$ cat src/rtl/ccf_pkg.sv
// shared constants and types of the cpu cycle, flag and interrupt gate core
package ccf_pkg;
	localparam int SYNC_STAGES = 3;
	localparam logic [3:0] ACC_RST = 4'h0;
	localparam logic [3:0] FLAGS_RST = 4'h0;
	localparam logic [3:0] PORT_RST = 4'h0;
	localparam logic [3:0] CAP_IDLE = 4'hF;
	localparam int FLG_CARRY = 0;
	localparam int FLG_ZERO = 1;
	localparam int FLG_WRAP = 2;
	localparam int GATE_ENABLE = 0;
	localparam logic [2:0] GATE_UNUSED = 3'h7;
	localparam logic [1:0] CYC_ONE = 2'h1;
	localparam logic [1:0] CYC_TWO = 2'h2;
	localparam logic [1:0] CYC_THREE = 2'h3;
	localparam logic [1:0] CYC_NONE = 2'h0;

	typedef enum logic [3:0] {
		OPC_NOP,
		OPC_LOAD,
		OPC_ADD,
		OPC_SUB,
		OPC_SWAP,
		OPC_PORT_OUT,
		OPC_PORT_IN,
		OPC_PUSH_ONE,
		OPC_POP_ONE,
		OPC_UNMASK_ALL,
		OPC_MASK_ALL,
		OPC_RETURN
	} ccf_opc_t;

	typedef struct packed {
		ccf_opc_t opc;
		logic [3:0] data;
	} ccf_op_t;

	typedef struct packed {
		logic [3:0] flags;
		logic [3:0] acc;
	} ccf_frame_t;

	typedef enum logic {ST_FIRST, ST_SECOND} ccf_state_t;
endpackage

$ cat src/rtl/ccf_core.sv
// machine cycle timing, accumulator, flags and interrupt gate of the 4-bit cpu
// Notes on behaviour
// - a machine cycle is two states, each falling clock edge to falling edge
// - every instruction takes one to three whole machine cycles by its class
// - crystal source is halved for the system clock, rc source used undivided
// - port write drives the pin at the rising clock edge of the second state
// - port read samples in first state high half, to accumulator next cycle
// - input capture is low dominant: any low gives 0, only steady high gives 1
// - interrupt sources sampled at falling edge, pending latch set early first state
// - an accepted interrupt starts its routine in the very next machine cycle
// - reset clears the accumulator
// - push of pointer pair one saves accumulator and flags, pop restores them with the rc source only; a crystal pop reads an expired frame
// - carry takes add carry or subtract borrow, cleared at reset
// - loading the accumulator sets zero flag on zero value, clears it otherwise
// - the swap instruction leaves the zero flag alone
// - wrap flag set on pointer pair or table address overflow, reset clear
// - gate bit 0 enables interrupts; when low only the watchdog gets through
// - accepting an interrupt clears the enable, the return op sets it again
// - reset clears the global interrupt enable
// - the four-bit gate register reads through data memory, cannot be written
// - only the unmask, mask and return ops change the enable from software
`timescale 1ns/1ns
module ccf_core #(
	parameter int NSRC = 4
) (
	input wire logic clk_sys,
	input wire logic nrst,
	input wire logic osc_is_crystal,
	input wire logic [3:0] port_pin_in,
	output logic [3:0] port_pin_out,
	input wire logic [NSRC-1:0] irq_src,
	input wire logic wdt_irq,
	input wire logic op_valid,
	input wire ccf_pkg::ccf_op_t op_in,
	output logic op_ready,
	input wire logic [2:0] ptr_wrap,
	input wire ccf_pkg::ccf_frame_t stk_rdata,
	output logic stk_push,
	output logic stk_pop,
	output ccf_pkg::ccf_frame_t stk_wdata,
	output logic irq_take,
	output logic [$clog2(NSRC+1)-1:0] irq_id,
	output logic [3:0] acc,
	output logic [3:0] flags,
	output logic [3:0] gate_rd,
	output logic [3:0] swap_out,
	output logic clk_cpu,
	output logic state_second,
	output logic mc_start
);
	import ccf_pkg::*;

	localparam int PW = 4 + NSRC + 1;
	localparam int IW = $clog2(NSRC + 1);

	function automatic logic [1:0] op_cycles(input ccf_opc_t o);
		unique case (o)
			OPC_POP_ONE: op_cycles = CYC_TWO;
			OPC_RETURN: op_cycles = CYC_THREE;
			default: op_cycles = CYC_ONE;
		endcase
	endfunction

	function automatic logic is_zero(input logic [3:0] v);
		is_zero = (v == 4'h0);
	endfunction

	// pin synchronisers, strap included
	logic [PW-1:0] s1_ff, s2_ff, s3_ff, pin_ok_ff, nxt_pin_ok;
	logic [2:0] xs_ff;
	logic xtal_ff, nxt_xtal;
	logic [PW-1:0] pin_raw;
	logic [3:0] pin_in_ok;
	logic [NSRC:0] src_ok;

	assign pin_raw = {wdt_irq, irq_src, port_pin_in};
	assign pin_in_ok = pin_ok_ff[3:0];
	assign src_ok = pin_ok_ff[PW-1:4];

	always_comb begin
		nxt_pin_ok = pin_ok_ff;
		for (int i = 0; i < PW; i++) begin
			if (s2_ff[i] == s3_ff[i]) begin
				nxt_pin_ok[i] = s3_ff[i];
			end
		end
		nxt_xtal = xtal_ff;
		if (xs_ff[1] == xs_ff[2]) begin
			nxt_xtal = xs_ff[2];
		end
	end

	always_ff @(posedge clk_sys or negedge nrst) begin
		if (!nrst) begin
			s1_ff <= '0;
			s2_ff <= '0;
			s3_ff <= '0;
			pin_ok_ff <= '0;
			xs_ff <= 3'h0;
			xtal_ff <= 1'b0;
		end else begin
			s1_ff <= pin_raw;
			s2_ff <= s1_ff;
			s3_ff <= s2_ff;
			pin_ok_ff <= nxt_pin_ok;
			xs_ff <= {xs_ff[1:0], osc_is_crystal};
			xtal_ff <= nxt_xtal;
		end
	end

	// system clock as enables: half_en marks each cpu clock half period
	logic div_ff, nxt_div, lvl_ff, nxt_lvl;
	ccf_state_t st_ff, nxt_st;
	logic half_en, fall, rise;

	assign half_en = xtal_ff ? div_ff : 1'b1;
	assign fall = half_en && lvl_ff;
	assign rise = half_en && !lvl_ff;
	assign mc_start = fall && (st_ff == ST_SECOND);
	assign clk_cpu = lvl_ff;
	assign state_second = (st_ff == ST_SECOND);

	always_comb begin
		nxt_div = ~div_ff;
		nxt_lvl = half_en ? ~lvl_ff : lvl_ff;
		nxt_st = st_ff;
		if (fall) begin
			nxt_st = (st_ff == ST_FIRST) ? ST_SECOND : ST_FIRST;
		end
	end

	always_ff @(posedge clk_sys or negedge nrst) begin
		if (!nrst) begin
			div_ff <= 1'b0;
			lvl_ff <= 1'b0;
			st_ff <= ST_SECOND;
		end else begin
			div_ff <= nxt_div;
			lvl_ff <= nxt_lvl;
			st_ff <= nxt_st;
		end
	end

	// core state
	ccf_opc_t cur_ff, nxt_cur;
	logic [1:0] left_ff, nxt_left;
	logic [3:0] acc_ff, nxt_acc, flg_ff, nxt_flg, cap_ff, nxt_cap;
	logic [3:0] port_ff, nxt_port, swp_ff, nxt_swp;
	logic [NSRC:0] pend_ff, nxt_pend, pick;
	logic gie_ff, nxt_gie, take_ff, nxt_take, push_ff, nxt_push, pop_ff, nxt_pop;
	logic [IW-1:0] id_ff, nxt_id;
	ccf_frame_t wd_ff, nxt_wd;
	logic finish, free, irq_ok;
	logic [4:0] sum;

	// watchdog sits at the top index and ignores the enable
	always_comb begin
		pick = pend_ff;
		if (!gie_ff) begin
			pick[NSRC-1:0] = '0;
		end
	end

	assign finish = mc_start && (left_ff == CYC_ONE);
	assign free = left_ff <= CYC_ONE;
	assign irq_ok = |pick;
	assign op_ready = mc_start && free && !irq_ok;

	always_comb begin
		nxt_cur = cur_ff;
		nxt_left = left_ff;
		nxt_acc = acc_ff;
		nxt_flg = flg_ff;
		nxt_cap = cap_ff;
		nxt_port = port_ff;
		nxt_swp = swp_ff;
		nxt_pend = pend_ff;
		nxt_gie = gie_ff;
		nxt_take = 1'b0;
		nxt_push = 1'b0;
		nxt_pop = 1'b0;
		nxt_id = id_ff;
		nxt_wd = wd_ff;
		sum = 5'h00;
		// capture window is the whole high half of the first state
		if (rise && st_ff == ST_FIRST) begin
			nxt_cap = CAP_IDLE;
		end else if (lvl_ff && st_ff == ST_FIRST) begin
			nxt_cap = cap_ff & pin_in_ok;
		end
		if (rise && st_ff == ST_SECOND && left_ff != CYC_NONE && cur_ff == OPC_PORT_OUT) begin
			nxt_port = acc_ff;
		end
		if (finish) begin
			unique case (cur_ff)
				OPC_LOAD: begin
					nxt_acc = swp_ff;
					nxt_flg[FLG_ZERO] = is_zero(swp_ff);
				end
				OPC_ADD: begin
					sum = {1'b0, acc_ff} + {1'b0, swp_ff};
					nxt_acc = sum[3:0];
					nxt_flg[FLG_CARRY] = sum[4];
					nxt_flg[FLG_ZERO] = is_zero(sum[3:0]);
				end
				OPC_SUB: begin
					sum = {1'b0, acc_ff} - {1'b0, swp_ff};
					nxt_acc = sum[3:0];
					nxt_flg[FLG_CARRY] = sum[4];
					nxt_flg[FLG_ZERO] = is_zero(sum[3:0]);
				end
				OPC_SWAP: begin
					nxt_acc = swp_ff;
					nxt_swp = acc_ff;
				end
				OPC_PORT_IN: begin
					nxt_acc = cap_ff;
					nxt_flg[FLG_ZERO] = is_zero(cap_ff);
				end
				OPC_PUSH_ONE: begin
					nxt_push = 1'b1;
					nxt_wd = '{flags: flg_ff, acc: acc_ff};
				end
				OPC_POP_ONE: begin
					nxt_acc = stk_rdata.acc;
					nxt_flg = stk_rdata.flags;
				end
				OPC_UNMASK_ALL: nxt_gie = 1'b1;
				OPC_MASK_ALL: nxt_gie = 1'b0;
				OPC_RETURN: nxt_gie = 1'b1;
				default: nxt_gie = gie_ff;
			endcase
		end
		// wrap is sticky; pointer overflow wins over a flag restore
		if (|ptr_wrap) begin
			nxt_flg[FLG_WRAP] = 1'b1;
		end
		if (mc_start) begin
			if (free) begin
				nxt_left = CYC_NONE;
				nxt_cur = OPC_NOP;
				if (irq_ok) begin
					nxt_gie = 1'b0;
					nxt_take = 1'b1;
					for (int i = NSRC; i >= 0; i--) begin
						if (pick[i]) begin
							nxt_id = IW'(i);
						end
					end
					nxt_pend = pend_ff & ~(pick & ~(pick - 1'b1));
				end else if (op_valid) begin
					nxt_cur = op_in.opc;
					nxt_left = op_cycles(op_in.opc);
					if (op_in.opc == OPC_SWAP || op_in.opc == OPC_LOAD ||
						op_in.opc == OPC_ADD || op_in.opc == OPC_SUB) begin
						nxt_swp = op_in.data;
					end
					nxt_pop = (op_in.opc == OPC_POP_ONE);
				end
			end else begin
				nxt_left = left_ff - CYC_ONE;
			end
			// sampled at the falling edge opening the first state; set beats ack
			nxt_pend = nxt_pend | src_ok;
		end
	end

	always_ff @(posedge clk_sys or negedge nrst) begin
		if (!nrst) begin
			cur_ff <= OPC_NOP;
			left_ff <= CYC_NONE;
			acc_ff <= ACC_RST;
			flg_ff <= FLAGS_RST;
			cap_ff <= CAP_IDLE;
			port_ff <= PORT_RST;
			swp_ff <= 4'h0;
			pend_ff <= '0;
			gie_ff <= 1'b0;
			take_ff <= 1'b0;
			push_ff <= 1'b0;
			pop_ff <= 1'b0;
			id_ff <= '0;
			wd_ff <= '0;
		end else begin
			cur_ff <= nxt_cur;
			left_ff <= nxt_left;
			acc_ff <= nxt_acc;
			flg_ff <= nxt_flg;
			cap_ff <= nxt_cap;
			port_ff <= nxt_port;
			swp_ff <= nxt_swp;
			pend_ff <= nxt_pend;
			gie_ff <= nxt_gie;
			take_ff <= nxt_take;
			push_ff <= nxt_push;
			pop_ff <= nxt_pop;
			id_ff <= nxt_id;
			wd_ff <= nxt_wd;
		end
	end

	assign port_pin_out = port_ff;
	assign acc = acc_ff;
	assign flags = flg_ff;
	// no write path exists into the gate register
	assign gate_rd = {GATE_UNUSED, gie_ff};
	assign swap_out = swp_ff;
	assign irq_take = take_ff;
	assign irq_id = id_ff;
	assign stk_push = push_ff;
	assign stk_pop = pop_ff;
	assign stk_wdata = wd_ff;
endmodule

$ cat config.mk
export PLATFORM = sky130hd
export DESIGN_NAME = ccf_core
export DESIGN_NICKNAME = d
export VERILOG_FILES = /design/src/rtl/ccf_pkg.sv /design/src/rtl/ccf_core.sv
export SDC_FILE = /design/constraint.sdc
export NUM_CORES = 1
export LEC_CHECK = 0
export ABC_AREA = 1
export BUFFER_PORTS_ARGS = -buffer_cell sky130_fd_sc_hd__buf_2
export CORE_MARGIN = 5
export CORE_UTILIZATION = 55
export DETAILED_ROUTE_END_ITERATION = 8
export PLACE_DENSITY_LB_ADDON = 0.2
export SLEW_MARGIN = 20
export SYNTH_ARGS = -nofsm -noshare
export SYNTH_HDL_FRONTEND = slang
export SYNTH_SLANG_ARGS = --single-unit
$ cat constraint.sdc
create_clock -name clk_sys -period 2.3 [get_ports clk_sys]
set_input_delay 0.575 -clock clk_sys [delete_from_list [all_inputs] [get_ports clk_sys]]
set_output_delay 0.575 -clock clk_sys [all_outputs]
set_load 0.005 [all_outputs]
==> results_dict.tcl <==
set metrics [dict create \
    timing.final.setup_violations 0 \
    port_buffers 66 \
    htree_levels 3 \
    die_h_um 94.9 \
    synth_edf_count 0 \
    antenna_left 0 \
    path_class "register to output pin" \
    num_vias 2951 \
    cts.path.max_buffers 2 \
    antenna_cells 0 \
    required_ns 1.73 \
    final_cells 595 \
    yosysMostFrequentCell "nand2_1" \
    synth_top_area_share_pct 53.0 \
    clockRootBuffer "clkbuf_8" \
    clkLatencyLatePin_ns 0.35 \
    outcome "finished, final reports clean" \
    crit_arrival_ns 1.59 \
    ys_types 36 \
    yosys.area.top_type "dfrtp_1" \
    antenna_found_initial 0 \
    placementRows 31 \
    die-area_um2 9010 \
    total_leakage_power_nw 2.35 \
    combinationalPowerShare_pct 38.1 \
    syn_area_um2 3970 \
    synthFlopType "dfrtp_1" \
    clock-skew-final_ns 0.00815 \
    synthTopCellsByCount "nand2_1 (123), dfrtp_1 (84), inv_1 (35), o21ai_0 (33), nand3_1 (25)" \
    power_per_cell_area_nw_per_um2 1200 \
    cts_sinks 89 \
    switching_share_pct 39.1 \
    hold_viol 0 \
    p_int_mw 3.39 \
    crit_path_end_kind "output pin" \
    placed_cells 578 \
    irDropWorstVdd_mv 0.611 \
    post-route-drc-count 0 \
    ys_async_sr_fraction_pct 100 \
    areaGrowthSynthToFinish_pct 16.9 \
    max-cap-violations 0 \
    p_switching_mw 2.17 \
    vias_per_cell 4.96 \
    rsz0062_at_grt "no" \
    ctsHoldBuffers 0 \
    final_nets 533 \
    grtUsageTotal_pct 20.4 \
    cts.clk_slew.worst_paths_ns 0.09 \
    wl_um 8170 \
    grt_overflow_total 0 \
    netlist_instances 416 \
    cts_made_buffers 9 \
    ioPinCount 70 \
    drive_gt1_share_pct 24.6 \
    die_w_um 94.9 \
    min_period_ns 2.17 \
    critPathLaunchType "register" \
    tns_ns 0 \
    grt_pass1_vias 2916 \
    fmaxAchievable_mhz 461 \
    synth_seq_area_share_pct 56.3 \
    place.detailed.hpwl_um 6390 \
    path_max_fanout 9 \
    synth_warnings 0 \
    min_path_type "input pin to asynchronous set/reset pin" \
    initial_core_util_pct 55.6 \
    p_seq_share_pct 40.4 \
    slew_viol_final 0 \
    drt_iter0_drc 219 \
    wl_per_cell_um 13.7 \
    ys_seq_elements 89 \
    grt_pass1_wl_um 14000 \
    place.gp.congestion 0.910 \
    tritoncts "built" \
    first_pass_iters 4 \
    core_area_um2 7140 \
    avgSynthCellArea_um2 9.53 \
    finalCritPeriodShare_pct 94.3 \
    synth_area_leaders "dfrtp_1 (53%), nand2_1 (12%), o21ai_0 (4.2%)" \
    grt_start_max_net_pins 43 \
    clock_power_share_pct 21.6 \
]
## per-layer routing
metal / vias up / global-route usage [%] / wire length (um)
met1: 1374 / 29.4 / 3920
met5: - / 0 / 0
met4: 0 / 7.21 / 112
met3: 10 / 3.43 / 458
met2: 73 / 31.2 / 3680
li1: 1494 / - / -
## per-stage QoR
stage                     setup slack, ns  total power [mW]  area, um^2  hold slack, ns  utilization, %
after global routing               0.0497              6.03        4640           0.182            65.0
final                               0.132              5.56        4640           0.163            65.0
after CTS                          0.0472              5.60        4630           0.168            64.8
after floorplan                     0.590              3.68        3970           0.279               -
after global placement              0.455              4.37        4400           0.332            61.6
after detailed placement            0.434              4.38        4400           0.336            61.6
## cell usage in the layout, fill, tap and decap left out, drive strengths merged
| master | Yosys | layout |
|---|---|---|
| clkinv | 1 | 2 |
| clkinvlp | 0 | 1 |
| or2 | 1 | 1 |
| fa | 2 | 2 |
| nand3 | 27 | 27 |
| o22ai | 1 | 1 |
| dfstp | 5 | 5 |
| a21oi | 10 | 10 |
| nand4 | 2 | 2 |
| o211ai | 1 | 1 |
| nor2 | 29 | 29 |
| nor3 | 3 | 3 |
| clkbuf | 1 | 11 |
| inv | 38 | 39 |
| o31ai | 1 | 1 |
| conb | 1 | 3 |
| xnor2 | 2 | 2 |
| xor2 | 1 | 1 |
| bufinv | 0 | 2 |
| a22o | 2 | 2 |
| buf | 7 | 70 |
| dfrtp | 84 | 84 |
| a31oi | 1 | 1 |
| nand2 | 133 | 133 |
| and3 | 2 | 2 |
| o21ai | 43 | 43 |
| ha | 8 | 8 |
| maj3 | 10 | 10 |
## area by class of cell
class | count | area [um^2]
flip-flops and latches | 89 | 2230
fillers | 641 | 2500
clock buffers | 11 | 141
clock inverters | 5 | 87.6
well taps | 99 | 124
multi-input cells | 282 | 1520
inverters | 39 | 151
repair buffers | 70 | 375
## sequential cells by signal (all words and copies together), names as in the netlist, 2 cells and up
register      flops
pin_ok_ff         9
s1_ff             9
s2_ff             9
s3_ff             9
stk_wdata         8
pend_ff           5
acc               4
cap_ff            4
cur_ff            4
flags             4
port_pin_out      4
swap_out          4
irq_id            3
xs_ff             3
left_ff           2
## final timing paths
check	start	endpoint	slack, ns	cells past startpoint
max	state_second	op_ready	0.13	5
min	nrst	pin_ok_ff[4]	0.16	1
max reg2reg	acc[0]	flags[1]	0.39	11
min reg2reg	s1_ff[6]	s2_ff[6]	0.35	0
max in group asynchronous	nrst	cap_ff[0]	1.50	2
min in group clk_sys	irq_src[3]	s1_ff[7]	0.32	1
## worst max-delay path, cell delays in order (launching register included)
cell and delay, ns:
dfstp_2 0.59, nand3_4 0.11, inv_2 0.19, nand2_4 0.11
nor2_4 0.13, buf_2 0.12
## power by group through the flow
stage	registers, mW	clock network, mW	logic [mW]
after floorplan	2.24	0	1.44
after global placement	2.27	0	2.10
after detailed placement	2.28	0	2.10
after CTS	2.25	1.23	2.12
after global routing	2.30	1.31	2.43
final	2.24	1.20	2.12
## cell families (layout without fill, tap and decap cells)
family / Yosys count / in the layout / share of synthesized area (%)
xor+xnor: 3 / 3 / 0.663
buf+inv: 47 / 125 / 5.52
compound gates: 59 / 59 / 8.49
flops: 89 / 89 / 56.3
fa+ha+maj: 20 / 20 / 6.06
simple gates: 197 / 197 / 22.9
other cells: 1 / 3 / 0.0945
## what timing repair did
item | CTS | global route
setup buffers | 0 | 1
setup endpoints to repair | 0 | 1
resized for setup | 0 | 1
(Power assumes the default switching activity.)
